[src/hw/ubg_pkg.sv]
// constants, register map and field layout of the bit-rate generator
// assumes a 32-bit classic wishbone slave port with byte addresses
package ubg_pkg;

    // register byte offsets, one aligned word each
    localparam logic [3:0] UBG_OFS_DIVISOR = 4'h0;
    localparam logic [3:0] UBG_OFS_CTRL = 4'h4;
    localparam logic [3:0] UBG_OFS_STATUS = 4'h8;

    // reset values and control register width
    localparam logic [7:0] UBG_DIVISOR_RST = 8'hFF;
    localparam int UBG_CTRL_W = 5;

    // prescaler select codes {prescale_sel_hi, prescale_sel_lo}
    localparam logic [1:0] UBG_SEL_SYS = 2'h0;
    localparam logic [1:0] UBG_SEL_WATCH = 2'h1;
    localparam logic [1:0] UBG_SEL_DIV16 = 2'h2;
    localparam logic [1:0] UBG_SEL_DIV64 = 2'h3;

    // prescaler terminal counts for divide by 16 (n=2) and 64 (n=3)
    localparam logic [5:0] UBG_PRE_MASK16 = 6'h0F;
    localparam logic [5:0] UBG_PRE_TERM64 = 6'h3F;

    // rate ticks per bit: 64 asynchronous, 8 synchronous
    localparam logic [5:0] UBG_BIT_TERM_ASYNC = 6'h3F;
    localparam logic [5:0] UBG_BIT_TERM_SYNC = 6'h07;

    // control register fields, listed from bit 4 down to bit 0
    typedef struct packed {
        logic mp_enable;
        logic sync_mode;
        logic prescale_sel_hi;
        logic prescale_sel_lo;
        logic mp_bit_to_send;
    } ubg_ctrl_t;

    localparam ubg_ctrl_t UBG_CTRL_RST = ubg_ctrl_t'(5'h00);

endpackage : ubg_pkg

[src/hw/ubg_divider.sv]
// reloading down counter: one tick out every reload+1 input ticks
// assumes en_i is a clock enable synchronous to clk_i; held high it counts every clock
`timescale 1ns/10ps
module ubg_divider
    import ubg_pkg::*;
(
    input wire logic clk_i,
    input wire logic rst_i,
    input wire logic clear_i,
    input wire logic en_i,
    input wire logic [7:0] reload_i,
    output logic [7:0] count_o,
    output logic tick_o
);

    logic [7:0] cnt_q;
    logic [7:0] cnt_d;
    logic tick_q;
    wire at_zero = (cnt_q == 8'h00);

    // reload at zero so a divisor change lands at the next period boundary
    assign cnt_d = clear_i ? reload_i
                 : (en_i && at_zero) ? reload_i
                 : en_i ? (cnt_q - 8'h01)
                 : cnt_q;

    // counter and registered tick
    always_ff @(posedge clk_i)
    begin
        if (rst_i)
        begin
            cnt_q <= UBG_DIVISOR_RST;
            tick_q <= 1'b0;
        end
        else
        begin
            cnt_q <= cnt_d;
            tick_q <= en_i && at_zero && !clear_i;
        end
    end

    assign count_o = cnt_q;
    assign tick_o = tick_q;

endmodule : ubg_divider

[src/hw/ubg_rate_gen.sv]
// bit-rate generator top: wishbone registers, prescaler, divider, bit counter and mp bit
// assumes wishbone master on clk_i, watch subclock arriving as a synchronous one-cycle tick
`timescale 1ns/10ps
module ubg_rate_gen
    import ubg_pkg::*;
(
    input wire logic clk_i,
    input wire logic rst_i,
    input wire logic wb_cyc_i,
    input wire logic wb_stb_i,
    input wire logic wb_we_i,
    input wire logic [3:0] wb_adr_i,
    input wire logic [3:0] wb_sel_i,
    input wire logic [31:0] wb_dat_i,
    output logic [31:0] wb_dat_o,
    output logic wb_ack_o,
    input wire logic standby_i,
    input wire logic module_standby_i,
    input wire logic watch_mode_i,
    input wire logic sub_mode_i,
    input wire logic watch_tick_i,
    input wire logic tx_active_i,
    output logic rate_tick_o,
    output logic bit_tick_o,
    output logic mp_bit_o
);

    logic [7:0] divisor_q;
    ubg_ctrl_t ctrl_q;
    logic ack_q;
    logic [31:0] rdata_q;
    logic [5:0] pre_cnt_q;
    logic half_q;
    logic [5:0] bit_cnt_q;
    logic bit_tick_q;
    logic mp_bit_q;
    logic [7:0] div_count;
    logic rate_tick;
    logic restart_q;

    // bus decode: one-cycle answer, unmapped reads return zero
    wire bus_req = wb_cyc_i && wb_stb_i && !ack_q;
    wire wr_lane0 = bus_req && wb_we_i && wb_sel_i[0];
    wire hit_div = (wb_adr_i == UBG_OFS_DIVISOR);
    wire hit_ctrl = (wb_adr_i == UBG_OFS_CTRL);
    wire hit_stat = (wb_adr_i == UBG_OFS_STATUS);
    wire wr_div = wr_lane0 && hit_div;
    wire wr_ctrl = wr_lane0 && hit_ctrl;
    // standby-like modes set the divisor to all ones, clear the control, prescaler and bit counter registers and restart the divider
    wire force_init = standby_i || module_standby_i || watch_mode_i;
    wire [1:0] sel = {ctrl_q.prescale_sel_hi, ctrl_q.prescale_sel_lo};

    // read mux
    logic [31:0] rdata_d;
    always_comb
    begin
        rdata_d = 32'h0000_0000;
        if (hit_div)
            rdata_d = {24'h00_0000, divisor_q};
        else if (hit_ctrl)
            rdata_d = {27'h000_0000, ctrl_q};
        else if (hit_stat)
            rdata_d = {24'h00_0000, div_count};
    end

    // bus handshake and read data
    always_ff @(posedge clk_i)
    begin
        if (rst_i)
        begin
            ack_q <= 1'b0;
            rdata_q <= 32'h0000_0000;
        end
        else
        begin
            ack_q <= bus_req;
            rdata_q <= bus_req ? rdata_d : rdata_q;
        end
    end

    // divisor register: the mode forcing beats a same-cycle write
    always_ff @(posedge clk_i)
    begin
        if (rst_i || force_init)
            divisor_q <= UBG_DIVISOR_RST;
        else if (wr_div)
            divisor_q <= wb_dat_i[7:0];
    end

    // control register holding mp bit, select bits and mode bits
    always_ff @(posedge clk_i)
    begin
        if (rst_i || force_init)
            ctrl_q <= UBG_CTRL_RST;
        else if (wr_ctrl)
            ctrl_q <= ubg_ctrl_t'(wb_dat_i[UBG_CTRL_W-1:0]);
    end

    // prescaler; subclock halved in active/sleep, full in sub modes
    wire pre_tick = (sel == UBG_SEL_SYS) ? 1'b1
                  : (sel == UBG_SEL_DIV16) ? ((pre_cnt_q & UBG_PRE_MASK16) == UBG_PRE_MASK16)
                  : (sel == UBG_SEL_DIV64) ? (pre_cnt_q == UBG_PRE_TERM64)
                  : (watch_tick_i && (sub_mode_i || half_q));

    always_ff @(posedge clk_i)
    begin
        if (rst_i || force_init)
        begin
            pre_cnt_q <= 6'h00;
            half_q <= 1'b0;
        end
        else
        begin
            pre_cnt_q <= pre_cnt_q + 6'h01;
            half_q <= watch_tick_i ? !half_q : half_q;
        end
    end

    // the divisor register holds the new value only one edge after the write,
    // so the divider is cleared once more then to reload the new value, not the old one
    always_ff @(posedge clk_i)
    begin
        if (rst_i)
            restart_q <= 1'b0;
        else
            restart_q <= wr_div || force_init;
    end

    // a divisor write restarts the divider so the new rate starts cleanly
    ubg_divider u_div (
        .clk_i(clk_i),
        .rst_i(rst_i),
        .clear_i(force_init || wr_div || restart_q),
        .en_i(pre_tick),
        .reload_i(divisor_q),
        .count_o(div_count),
        .tick_o(rate_tick)
    );

    // bit counter: 64 rate ticks per async bit, 8 per sync bit
    wire [5:0] bit_term = ctrl_q.sync_mode ? UBG_BIT_TERM_SYNC : UBG_BIT_TERM_ASYNC;
    wire bit_end = rate_tick && (bit_cnt_q >= bit_term);

    always_ff @(posedge clk_i)
    begin
        if (rst_i || force_init || wr_div || restart_q)
        begin
            bit_cnt_q <= 6'h00;
            bit_tick_q <= 1'b0;
        end
        else
        begin
            bit_cnt_q <= bit_end ? 6'h00 : (rate_tick ? bit_cnt_q + 6'h01 : bit_cnt_q);
            bit_tick_q <= bit_end;
        end
    end

    // mp bit only counts in async multiprocessor transmission
    wire mp_valid = !ctrl_q.sync_mode && ctrl_q.mp_enable && tx_active_i;
    always_ff @(posedge clk_i)
    begin
        if (rst_i)
            mp_bit_q <= 1'b0;
        else
            mp_bit_q <= mp_valid && ctrl_q.mp_bit_to_send;
    end

    assign wb_ack_o = ack_q;
    assign wb_dat_o = rdata_q;
    assign rate_tick_o = rate_tick;
    assign bit_tick_o = bit_tick_q;
    assign mp_bit_o = mp_bit_q;

    property p_mp_follow;
        @(posedge clk_i) disable iff (rst_i)
        mp_valid |=> (mp_bit_o == $past(ctrl_q.mp_bit_to_send));
    endproperty
    a_mp_follow: assert property (p_mp_follow) else $error("mp bit not following control");

    property p_mp_ignored;
        @(posedge clk_i) disable iff (rst_i)
        !mp_valid |=> !mp_bit_o;
    endproperty
    a_mp_ignored: assert property (p_mp_ignored) else $error("mp bit sent while invalid");

    property p_ctrl_reset;
        @(posedge clk_i)
        $past(rst_i) |-> (!ctrl_q.mp_bit_to_send && divisor_q == UBG_DIVISOR_RST);
    endproperty
    a_ctrl_reset: assert property (p_ctrl_reset) else $error("reset values wrong");

    property p_div_write;
        @(posedge clk_i) disable iff (rst_i)
        (wr_div && !force_init) |=> (divisor_q == $past(wb_dat_i[7:0])) && wb_ack_o;
    endproperty
    a_div_write: assert property (p_div_write) else $error("divisor write lost");

    property p_force_init;
        @(posedge clk_i) disable iff (rst_i)
        force_init |=> (divisor_q == UBG_DIVISOR_RST) && (ctrl_q == UBG_CTRL_RST);
    endproperty
    a_force_init: assert property (p_force_init) else $error("standby did not reinit");

    property p_ack_once;
        @(posedge clk_i) disable iff (rst_i)
        bus_req |=> wb_ack_o ##1 !wb_ack_o;
    endproperty
    a_ack_once: assert property (p_ack_once) else $error("ack not a single cycle");

    property p_pre64;
        @(posedge clk_i) disable iff (rst_i)
        (sel == UBG_SEL_DIV64) && pre_tick |-> (pre_cnt_q == UBG_PRE_TERM64);
    endproperty
    a_pre64: assert property (p_pre64) else $error("divide by 64 tick misplaced");

    property p_sys_div0;
        @(posedge clk_i) disable iff (rst_i || force_init || wr_div)
        (sel == UBG_SEL_SYS) && (divisor_q == 8'h00) && $stable(divisor_q) |=> rate_tick;
    endproperty
    a_sys_div0: assert property (p_sys_div0) else $error("rate tick missing at N=0");

    property p_bit_sync;
        @(posedge clk_i) disable iff (rst_i || force_init || wr_div)
        ctrl_q.sync_mode && rate_tick && (bit_cnt_q == UBG_BIT_TERM_SYNC) |=> bit_tick_o && (bit_cnt_q == 6'h00);
    endproperty
    a_bit_sync: assert property (p_bit_sync) else $error("sync bit tick wrong");

    property p_bit_async;
        @(posedge clk_i) disable iff (rst_i || force_init || wr_div)
        !ctrl_q.sync_mode && rate_tick && (bit_cnt_q < UBG_BIT_TERM_ASYNC) |=> !bit_tick_o;
    endproperty
    a_bit_async: assert property (p_bit_async) else $error("async bit tick early");

endmodule : ubg_rate_gen

[config.mk]
export PLATFORM = sky130hd
export DESIGN_NAME = ubg_rate_gen
export DESIGN_NICKNAME = d
export VERILOG_FILES = /design/src/hw/ubg_pkg.sv /design/src/hw/ubg_divider.sv /design/src/hw/ubg_rate_gen.sv
export SDC_FILE = /design/constraint.sdc
export NUM_CORES = 1
export LEC_CHECK = 0
export BUFFER_PORTS_ARGS = -buffer_cell sky130_fd_sc_hd__buf_2
export CAP_MARGIN = 40
export CORE_MARGIN = 5
export CORE_UTILIZATION = 40
export CTS_CLUSTER_DIAMETER = 60
export DETAILED_ROUTE_END_ITERATION = 8
export PLACE_DENSITY = 0.69
export SYNTH_ARGS = -nofsm -noshare
export SYNTH_HDL_FRONTEND = slang
export SYNTH_HIERARCHICAL = 1
export SYNTH_SLANG_ARGS = --single-unit
[constraint.sdc]
create_clock -name clk_i -period 2.75 [get_ports clk_i]
set_clock_uncertainty 0.05 [all_clocks]
set_input_delay 0.275 -clock clk_i [delete_from_list [all_inputs] [get_ports clk_i]]
set_output_delay 0.275 -clock clk_i [all_outputs]
set_load 0.05 [all_outputs]
**Yosys cells after proc, flatten, opt, wreduce, memory -nomap -nowiden**

Cells that the tools add are included.

- Add/sub/neg operators: 3
- Magnitude comparators: 1
- Equal/unequal tests: 6
- Multiplexer cells: 10
- Reduce and logical (&&, ||, !) cells: 30

Operator list:

| cell | number |
|---|---|
| 8-bit 2-to-1 mux | 5 |
| 32-bit 2-to-1 mux | 1 |
| 1-bit logical AND | 13 |
| 6-bit by 1-bit adder with 6-bit output, second input constant | 2 |
| 4-bit equality test, second input constant | 2 |
| 8-bit logical NOT | 1 |
| 1-bit logical OR | 8 |
| 8-bit by 1-bit subtractor with 8-bit output, second input constant | 1 |
| 6-bit equality test, second input constant | 1 |
| 6-bit greater-or-equal comparator | 1 |
| 6-bit 2-to-1 mux | 1 |
| 2-bit equality test, second input constant | 2 |
| 4-bit by 3-bit equality test with 1-bit output, second input constant | 1 |
| 1-bit logical NOT | 4 |
| 4-bit logical NOT | 1 |
| 1-bit 2-to-1 mux | 3 |
| 3-bit nonzero test | 1 |
| 2-bit logical NOT | 1 |
| 2-bit OR reduction | 1 |

- Flip-flop bits (word level): 71
- Bits of input ports: 51
- Output and inout port bits: 36
- Logic and storage cells: 66

**Logic depth before layout (Yosys ltp)**

Gate-level depths: netlist (run 1).

- Depth after elaboration: 9
- Mapped depth: 12
- Gate-level depth less buffers: 8

**By module**

The synthesis (run 1) kept the hierarchy.

Modules (own cells, without submodules):

| module | instances | cells each | area each (sq um) | sequential area each (sq um) |
|---|---|---|---|---|
| ubg_rate_gen | 1 | 213 | 1866.8 | 760.7 |
| ubg_divider | 1 | 69 | 609.3 | 180.2 |

**Least setup slack after synthesis (run 1)**

OpenSTA, ideal clock, no wires.

- Path type: in2reg
- Start: input port wb_adr_i[3]
- End: register u_div.cnt_q[6] (netlist: u_div/count_o[6])
- Arrival: 2.535 ns
- Data required time: 2.581 ns
- Setup slack: 0.046 ns
- Stages: 12
- Path buffers: 5
- Path through: buf_6 -> or4_4 -> buf_6 -> or3_1 -> buf_6 -> nand3b_4 -> buf_2 -> or2_2 -> clkbuf_1 -> and4_2 -> o21a_1 -> o21ai_1

- Longest elaborated chain between the ends: 5

Ends and longest elaborated chain:

| what | RTL line | text |
|---|---|---|
| from (decl) | ubg_rate_gen.sv:12 | `input wire logic [3:0] wb_adr_i,` |
| 4-bit logical NOT (*) | ubg_rate_gen.sv:44 | `wire hit_div = (wb_adr_i == UBG_OFS_DIVISOR);` |
| 1-bit logical AND (*) | ubg_rate_gen.sv:47 | `wire wr_div = wr_lane0 && hit_div;` |
| 1-bit logical OR (*) (2 in a row) | ubg_rate_gen.sv:133 | `.clear_i(force_init \|\| wr_div \|\| restart_q),` |
| 3-bit nonzero test (no line) / 8-bit 2-to-1 mux (equally long branches) | -- |  |
| to (signal assigned) | ubg_divider.sv:37 | `cnt_q <= cnt_d;` |
| to (decl) | ubg_divider.sv:16 | `logic [7:0] cnt_q;` |

Every way passes the cells marked *; elsewhere a longest branch is shown, timed or not.
A chain may end at the register's enable or synchronous reset.

**Final worst setup path (run 1)**

- Start: register pre_cnt_q[0]
- End: register u_div.cnt_q[6] (netlist: u_div/count_o[6])

- Longest elaborated chain between the ends: 7

Ends and longest elaborated chain:

| what | RTL line | text |
|---|---|---|
| from (decl) | ubg_rate_gen.sv:32 | `logic [5:0] pre_cnt_q;` |
| from (signal assigned) | ubg_rate_gen.sv:114 | `pre_cnt_q <= pre_cnt_q + 6'h01;` |
| 6-bit equality test | ubg_rate_gen.sv:102 | `: (sel == UBG_SEL_DIV64) ? (pre_cnt_q == UBG_PRE_TERM64)` |
| 1-bit 2-to-1 mux | ubg_rate_gen.sv:102 |  |
| 1-bit 2-to-1 mux (*) | ubg_rate_gen.sv:101 | `: (sel == UBG_SEL_DIV16) ? ((pre_cnt_q & UBG_PRE_MASK16) == UBG_PRE_MASK16)` |
| 1-bit 2-to-1 mux (*) | ubg_rate_gen.sv:100 | `wire pre_tick = (sel == UBG_SEL_SYS) ? 1'b1` |
| named net pre_tick | ubg_rate_gen.sv:100 |  |
| 1-bit logical AND | ubg_divider.sv:23 | `: (en_i && at_zero) ? reload_i` |
| 8-bit 2-to-1 mux | ubg_divider.sv:23 |  |
| 8-bit 2-to-1 mux | ubg_divider.sv:22 | `assign cnt_d = clear_i ? reload_i` |

Mark *: on every way through the listed nets, which the timed path passes. The rest lies on a longest branch.

==> impl_metrics.tcl, run 1 <==
set metrics [dict create \
    worstSetupPathType "flop to flop" \
    met3_usage 0.0261 \
    vias 2042 \
    p_sw_uw 361 \
    grt_overflow 0 \
    drt-initial-drc-count 112 \
    ys.flop_type "dfxtp_1" \
    power_switching_share 0.250 \
    fin_nets 376 \
    cts_setup_buffers 0 \
    cts_buffers 5 \
    avgSynthCellArea_um2 8.78 \
    setup.worst_path.end_class "flop" \
    syn2layout_area_growth_pct 11.9 \
    p_seq_frac 0.478 \
    cts.clk_slew.worst_paths_ns 0.09 \
    h-tree-depth 2 \
    layout_commonest_cell "dfxtp_1" \
    start_kind "flop" \
    ioPinCount 87 \
    via_per_inst 5.18 \
    r2r_cells 8 \
    syn_inst 282 \
    ctsHoldBuffers 0 \
    ys_seq_area_frac 0.380 \
    clock_sinks 47 \
    die_x_um 88.7 \
    grt_max_degree 26 \
    fin_tns_setup_ns 0 \
    cp.arrival_ns 2.42 \
    route.detailed.drc 0 \
    internal_power_uw 1080 \
    gp_congestion 0.898 \
    drive_above_1_share 0.188 \
    dieArea_mm2 0.00786 \
    ctsLongestPathBuffers 2 \
    post_drt_wl_per_cell_um 13.6 \
    antenna_left 0 \
    clk-insertion-delay-late_ns 0.29 \
    grt_pass1_vias 1922 \
    hpwl_um 4030 \
    cp_cell_sequence "ha_1, nand3_1, a22o_1, nand2_1, or2_2, and4_2, o21a_1, o21ai_1" \
    design.core.area_mm2 0.00596 \
    outcome "complete, no violations" \
    antenna_found_initial 0 \
    grt_util_met2 0.224 \
    place_ws_ns 0.320 \
    comb_power_share 0.109 \
    cts_resized 0 \
    whs_path_depth 3 \
    drv_slew 0 \
    setup_viol 0 \
    io_buffers 35 \
    drt_first_pass_iters 4 \
    synth_area_mm2 0.00248 \
    grt_pass1_wl_um 8830 \
    tritoncts "done" \
    ys_warn_count 6 \
    ys_types 51 \
    cap_violations 0 \
    grt_usage 0.141 \
    cp_max_fo 12 \
    ir_worst_vdd_uv 266 \
    fill_cells 596 \
    hold_path.class "input port to flop" \
    gr-max-usage-layer "met2" \
    grt_use_met1 0.199 \
    synth-seq-cells 47 \
    powerDensity_mw_per_mm2 520 \
    row_count 28 \
    crit_path_top_delay_cell "or2_2" \
    min_period_ns 2.23 \
    finalWirelength_um 5360 \
    synth_area_leader_cell "dfxtp_1" \
    layout_common_cells "47 x dfxtp_1, 35 x buf_2, 33 x nand2_1" \
    worst_slack_ns 0.516 \
    diodes 0 \
    critPathMaxStageDelay_ns 0.47 \
    maxSlewHeadroom 0.588 \
    die_h_um 88.7 \
    synth_top_area_share 0.380 \
    start_util 0.416 \
    fin_crit_sh 0.812 \
    worstMarginPinSlew_ns 0.615 \
    synth_edf_count 0 \
    rsz0062_at_grt "no" \
    synth.area.top_cells "dfxtp_1 38%, buf_4 7.3%, mux2i_1 6.1%, nand2_1 5.0%, a21oi_1 3.8%" \
    clockPowerShare 0.413 \
    p_leak_uw 0.00117 \
    synthArstFlopShare 0 \
    fmax_mhz 448 \
    hold_viol 0 \
    cts-root-buf "clkbuf_8" \
    cp.required_ns 2.93 \
]
sequential cells by signal (all words and copies together), names as in the netlist:
register and cells:
pre_cnt_q 6, wb_dat_o 8, u_div/tick_o 1, mp_bit_o 1, bit_cnt_q 6, half_q 1, divisor_q 8, bit_tick_o 1
restart_q 1, u_div/count_o 8, wb_ack_o 1, ctrl_q 5
metrics by stage:
stage	std cells	area [um^2]	hold WS [ns]	total power, uW	util
2_1_floorplan	305	2560	0.302	853	-
3_3_place_gp	386	2640	0.389	860	0.442
3_5_place_dp	386	2640	0.393	862	0.442
4_1_cts	394	2770	0.134	1460	0.465
5_1_grt	394	2770	0.136	1500	0.465
6_report	394	2770	0.140	1440	0.465
routing by layer:
layer,share of wire,vias up
met2,0.44,64
met5,0,-
met4,0.0082,0
li1,-,1019
met1,0.48,953
met3,0.071,6
cell usage after synthesis, drive strengths merged (2+ instances only):
cell    instances
dfxtp          47
nand2          33
buf            29
a21oi          19
nor2           17
mux2i          15
nand3          13
inv            10
nor4           10
clkbuf          7
ha              7
nor2b           6
nor3            6
xor2            6
o21ai           5
o221ai          5
or3             5
o22ai           4
xnor2           4
and4            3
nand2b          3
nand4           3
nor3b           3
a41oi           2
nand3b          2
o31ai           2
or4             2
logic make-up after synthesis:
family / synth area share
AO/OA/AOI/OAI: 0.120
XOR/XNOR: 0.0354
adder cells (fa/ha/maj): 0.0354
buffers and inverters: 0.116
flip-flops: 0.380
multiplexers: 0.0652
other: 0.00151
AND/OR/NAND/NOR: 0.247
worst paths after layout:
check | slack [ns] | to | from
setup / recovery | 0.52 | u_div/count_o[6] | pre_cnt_q[0]
hold / removal | 0.14 | divisor_q[7] | wb_dat_i[7]
setup reg to reg | 0.52 | u_div/count_o[6] | pre_cnt_q[0]
hold reg to reg | 0.40 | wb_dat_o[5] | wb_dat_o[5]
power groups by stage:
stage | Sequential (uW) | Combinational [uW] | Clock, uW
after floorplan | 715 | 138 | 0
after global placement | 705 | 155 | 0
after detailed placement | 705 | 156 | 0
after CTS | 689 | 157 | 610
after global routing | 691 | 168 | 641
final | 689 | 157 | 595
worst max-delay path, delay by kind of cell, from the launching register on:
family | cells | cell delay [ns]
flip-flops | 1 | 0.34
AND/OR/NAND/NOR | 4 | 1.14
adder cells (fa/ha/maj) | 1 | 0.22
AO/OA/AOI/OAI | 3 | 0.43
layout make-up:
cell class | instances | area (um^2) | share of cell area
multi-input combinational | 212 | 1340 | 0.482
sequential | 47 | 941 | 0.340
timing repair buffer | 42 | 228 | 0.0822
tap | 75 | 93.8 | 0.0339
clock buffer | 5 | 68.8 | 0.0248
clock inverter | 3 | 67.6 | 0.0244
inverter | 10 | 37.5 | 0.0135
No activity file was read; power rests on OpenSTA's default activity.
==> inputs of run 2 (changes only) <==
ABC_AREA = 1   (was default)
PLACE_DENSITY = 0.68   (was 0.69)
clock period = 2 ns   (was 2.75 ns; I/O delays follow)
==> run 2 against run 1 <==
Against the previous run:
- die area increased by 8.1%
- first-iteration DRC count up 33%
- critical path depth up 3
- worst setup slack got worse by 0.31 ns
- design area rose by 8.2%
- sequential power grew 39%
- cell count grew 28%
- register-to-register slack worse by 0.31 ns
- flip-flop and latch count stayed put
- global-route usage shrank 0.17 points
- worst hold slack worse by 0.084 ns
==> impl_metrics.tcl, run 2 <==
set metrics [dict create \
    cap_violations 0 \
    clock_sinks 47 \
    r2r_end "u_div/count_o[5]" \
    design.core.area_mm2 0.00668 \
    synth_area_mm2 0.00270 \
    start_kind "flop" \
    die_h_um 92.2 \
    grt_max_degree 21 \
    r2r_cells 11 \
    hp-start "wb_dat_i[7]" \
    gp_congestion 0.870 \
    reg2reg_from "wb_ack_o" \
    clk-insertion-delay-late_ns 0.30 \
    antenna_found_initial 0 \
    internal_power_uw 1420 \
    finalWirelength_um 5640 \
    antenna_left 0 \
    final_util 0.449 \
    grt_usage 0.140 \
    cts.clk_slew.worst_paths_ns 0.09 \
    synth_top_area_share 0.348 \
    powerDensity_mw_per_mm2 658 \
    ir_worst_vdd_uv 324 \
    fin_nets 481 \
    ctsLongestPathBuffers 2 \
    rsz0062_at_grt "no" \
    dieArea_mm2 0.00850 \
    critical-path-top-delay-family "simple AND/OR/NAND/NOR gates" \
    grt_pass1_vias 2195 \
    ff2ff_setup_slack_ns 0.21 \
    fin_tns_setup_ns 0 \
    cts_setup_buffers 0 \
    min_to "divisor_q[7]" \
    cts-root-buf "clkbuf_8" \
    drive_above_1_share 0.186 \
    ctsHoldBuffers 0 \
    h-tree-depth 2 \
    fmax_mhz 558 \
    diodes 0 \
    hold_slack_ns 0.0557 \
    critPathMaxStageDelay_ns 0.41 \
    ys_warn_count 6 \
    synthArstFlopShare 0 \
    synth_edf_count 0 \
    synth_most_common_cell "nand2_1" \
    route.detailed.drc 0 \
    min_period_ns 1.79 \
    place_ws_ns 0.200 \
    synth.area.top_cells "dfxtp_1 35%, nand2_1 13%, nand3_1 7.4%, buf_4 6.9%, nor2_1 5.6%" \
    layout_common_cells "95 x nand2_1, 47 x dfxtp_1, 40 x nor2_1, 40 x nand3_1, 39 x inv_1" \
    clockPowerShare 0.377 \
    syn_inst 384 \
    start_util 0.405 \
    whs_path_depth 3 \
    synth_commonest_cells "95 x nand2_1, 47 x dfxtp_1, 40 x nand3_1, 40 x nor2_1, 39 x inv_1" \
    hold_viol 0 \
    outcome "complete, no violations" \
    grt_overflow 0 \
    drt_first_pass_iters 4 \
    crit_buf_inv 3 \
    io_buffers 35 \
    drv_slew 0 \
    avgSynthCellArea_um2 7.04 \
    grt_pass1_wl_um 9690 \
    worstSetupPathType "flop to flop" \
    fill_cells 703 \
    post_drt_wl_per_cell_um 11.2 \
    die_x_um 92.2 \
    cts_resized 0 \
    synth_area_leader_cell "dfxtp_1" \
    cp_cell_sequence "nor2_4, nand2_1, nor2_4, inv_2, nand3_1, inv_1, nand2_8, inv_8, nand2_2, nand3_1, nand2_1" \
    cp.required_ns 2.15 \
    synth-seq-cells 47 \
    fin_crit_sh 0.897 \
    p_sw_uw 557 \
    syn2layout_area_growth_pct 10.9 \
    tritoncts "done" \
    worst_slack_ns 0.206 \
    ys_types 33 \
    via_per_inst 4.64 \
    p_leak_uw 0.00149 \
    vias 2341 \
    cp_max_fo 10 \
    crit_path_top_delay_cell "dfxtp_1" \
    power_switching_share 0.282 \
    layout_commonest_cell "nand2_1" \
    hold_path.class "input port to flop" \
    comb_power_share 0.139 \
    setup_viol 0 \
    row_count 30 \
    cp.arrival_ns 1.94 \
    ys.flop_type "dfxtp_1" \
    hpwl_um 4470 \
    drt-initial-drc-count 149 \
    p_seq_frac 0.484 \
    setup.worst_path.end_class "flop" \
    cts_buffers 5 \
    ioPinCount 87 \
    ys_seq_area_frac 0.348 \
]
-- run 2: cell types whose count changed after synthesis, moves of 7 or more --
cell and change:
nand2_1 +62, inv_1 +29, nand3_1 +27, nor2_1 +23
mux2i_1 -14, nor4_1 -9, clkbuf_1 -7
-- run 2: worst register-to-register path, cell delays in order, from the launching register on --
cell and delay (ns):
dfxtp_1 0.41, nor2_4 0.06, nand2_1 0.16, nor2_4 0.05
inv_2 0.15, nand3_1 0.19, inv_1 0.26, nand2_8 0.11
inv_8 0.09, nand2_2 0.04, nand3_1 0.06, nand2_1 0.06
-- run 2: final cells by class --
cell class / instances / area [um^2] / area share
clock buffer: 6 / 82.6 / 0.0275
clock inverter: 2 / 38.8 / 0.0129
multi-input combinational: 284 / 1440 / 0.481
sequential: 47 / 941 / 0.314
tap: 80 / 100 / 0.0334
timing repair buffer: 41 / 220 / 0.0735
inverter: 44 / 174 / 0.0580
-- run 2: kinds of logic (layout without fill, tap and decap cells) --
group,after synthesis,after routing,synth area share
XOR/XNOR,8,8,0.0259
AO/OA/AOI/OAI,29,29,0.0574
buffers and inverters,76,93,0.151
adder cells (fa/ha/maj),7,7,0.0324
AND/OR/NAND/NOR,215,215,0.380
flip-flops,47,47,0.348
other,1,24,0.00139
multiplexers,1,1,0.00370
-- run 2: routing by layer --
metal	share of wire	track usage	wire length [um]
met1	0.44	0.180	2490
met2	0.49	0.234	2740
met3	0.062	0.0287	351
met4	0.011	0.0446	61
met5	0	0	0
-- run 2: through the flow --
step	std cells	area [um^2]	total power, uW
global route	504	3000	2050
detailed placement	496	2880	1250
global placement	496	2880	1250
CTS	504	3000	2000
floorplan	407	2790	1230
finish	504	3000	1970
-- run 2: worst max path at each step --
stage | start | to | slack (ns) | cells past startpoint
finish | wb_ack_o | u_div/count_o[5] | 0.21 | 11
detailed placement | wb_cyc_i | u_div/count_o[5] | 0.20 | 13
floorplan | wb_ack_o | u_div/count_o[0] | 0.03 | 9
CTS | wb_ack_o | u_div/count_o[5] | 0.22 | 11
global route | wb_ack_o | u_div/count_o[5] | 0.05 | 11
global placement | wb_cyc_i | u_div/count_o[7] | 0.22 | 13
-- run 2: power by group through the flow --
stage | Sequential [uW] | Combinational, uW | Clock (uW)
after floorplan | 1020 | 215 | 0
after global placement | 978 | 271 | 0
after detailed placement | 978 | 273 | 0
after CTS | 956 | 274 | 767
after global routing | 958 | 295 | 792
final | 956 | 273 | 744
==> inputs of run 3 (changes only) <==
CORE_ASPECT_RATIO = 0.7   (was default)
==> run 3 against run 2 <==
Against the previous run:
- die area up 0.31%
- worst setup slack worse by 0.070 ns
- total power down 4.6%
- design area unchanged
- sequential power about the same
- core utilization up 0.13 points
- global-route usage up 0.41 points
- critical endpoint is now u_div/count_o[1]
==> impl_metrics.tcl, run 3 (synthesized netlist as in run 2, its figures left out) <==
set metrics [dict create \
    ctsHoldBuffers 0 \
    row_count 25 \
    start_util 0.406 \
    design.core.area_mm2 0.00666 \
    grt_max_degree 21 \
    grt_usage 0.144 \
    ctsLongestPathBuffers 2 \
    grt_overflow 0 \
    hold_viol 0 \
    drive_above_1_share 0.186 \
    drv_slew 0 \
    cts_resized 0 \
    die_h_um 78.8 \
    drt_first_pass_iters 4 \
    syn2layout_area_growth_pct 10.9 \
    antenna_left 0 \
    diodes 0 \
    hold_slack_ns 0.0557 \
    gp_congestion 0.807 \
    comb_power_share 0.146 \
    route.detailed.drc 0 \
    vias 2372 \
    antenna_found_initial 0 \
    cts_buffers 5 \
    cp_max_fo 10 \
    finalPower_uw 1880 \
    fin_nets 481 \
    layout_commonest_cell "nand2_1" \
    fill_cells 719 \
    tritoncts "done" \
    fin_crit_sh 0.932 \
    drt-initial-drc-count 123 \
    p_sw_uw 563 \
    start_kind "flop" \
    worstSetupPathType "flop to flop" \
    power_switching_share 0.299 \
    finalWirelength_um 5890 \
    clk-insertion-delay-late_ns 0.30 \
    setup.worst_path.end_class "flop" \
    cts-root-buf "clkbuf_8" \
    post_drt_wl_per_cell_um 11.4 \
    io_buffers 35 \
    layout_common_cells "95 x nand2_1, 47 x dfxtp_1, 40 x nor2_1, 40 x nand3_1, 39 x inv_1" \
    hpwl_um 4630 \
    outcome "complete, no violations" \
    min_period_ns 1.86 \
    via_per_inst 4.58 \
    powerDensity_mw_per_mm2 628 \
    ioPinCount 87 \
    final_util 0.450 \
    cts.clk_slew.worst_paths_ns 0.09 \
    cts_setup_buffers 0 \
    p_seq_frac 0.508 \
    fin_tns_setup_ns 0 \
    clock_sinks 47 \
    hold_path.class "input port to flop" \
    grt_pass1_wl_um 9750 \
    ir_worst_vdd_uv 255 \
    grt_pass1_vias 2142 \
    p_leak_uw 0.00147 \
    fin_cells 518 \
    setup_viol 0 \
    fmax_mhz 537 \
    dp.cells 510 \
    dieArea_mm2 0.00853 \
    h-tree-depth 2 \
    cp.arrival_ns 2.02 \
    clockPowerShare 0.346 \
    cap_violations 0 \
    internal_power_uw 1320 \
    die_x_um 108 \
    rsz0062_at_grt "no" \
    cp.required_ns 2.15 \
]
## run 3: cell count changes in the layout (fill, tap and decap cells not counted), sizes merged
cell,previous run,this run
clkinvlp,0,1
clkbuf,6,7
bufinv,1,0
inv,44,43
## run 3: layout make-up
class / count / area, um^2 / area share
multi-input cells: 284 / 1440 / 0.481
well taps: 94 / 118 / 0.0392
inverters: 44 / 174 / 0.0580
repair buffers: 41 / 220 / 0.0735
flip-flops and latches: 47 / 941 / 0.314
clock buffers: 7 / 96.3 / 0.0321
clock inverters: 1 / 7.51 / 0.00250
## run 3: power by group through the flow
stage / sequential [uW] / clock (uW) / combinational (uW)
floorplan: 1020 / 0 / 215
global placement: 978 / 0 / 272
detailed placement: 978 / 0 / 275
CTS: 956 / 667 / 275
global route: 959 / 713 / 297
finish: 956 / 651 / 276
## run 3: routing by layer
| metal | GRT usage | part of all wire |
|---|---|---|
| met5 | 0 | 0 |
| met4 | 0.0416 | 0.012 |
| met3 | 0.0333 | 0.075 |
| met2 | 0.223 | 0.44 |
| met1 | 0.200 | 0.48 |
## run 3: stage by stage
step / area [um^2] / setup WS (ns)
6_report: 3000 / 0.137
5_1_grt: 3000 / 0.0189
4_1_cts: 3000 / 0.163
3_5_place_dp: 2890 / 0.176
3_3_place_gp: 2890 / 0.203
2_1_floorplan: 2790 / 0.0301
## run 3: path summary, 6_finish.rpt
check / slack, ns / end / depth (start not counted) / start
max: 0.14 / u_div/count_o[1] / 8 / pre_cnt_q[0]
min: 0.06 / divisor_q[6] / 3 / wb_dat_i[6]
max reg2reg: 0.14 / u_div/count_o[1] / 8 / pre_cnt_q[0]
min reg2reg: 0.42 / pre_cnt_q[0] / 1 / pre_cnt_q[0]
## run 3: critical path: stages, from the launching register on
cell and delay, ns:
dfxtp_1 0.35, ha_1 0.21, nand2_1 0.10, nor2_1 0.06, a21o_1 0.19, nor2_2 0.37, inv_1 0.24, nand2_1 0.14
o21ai_2 0.06
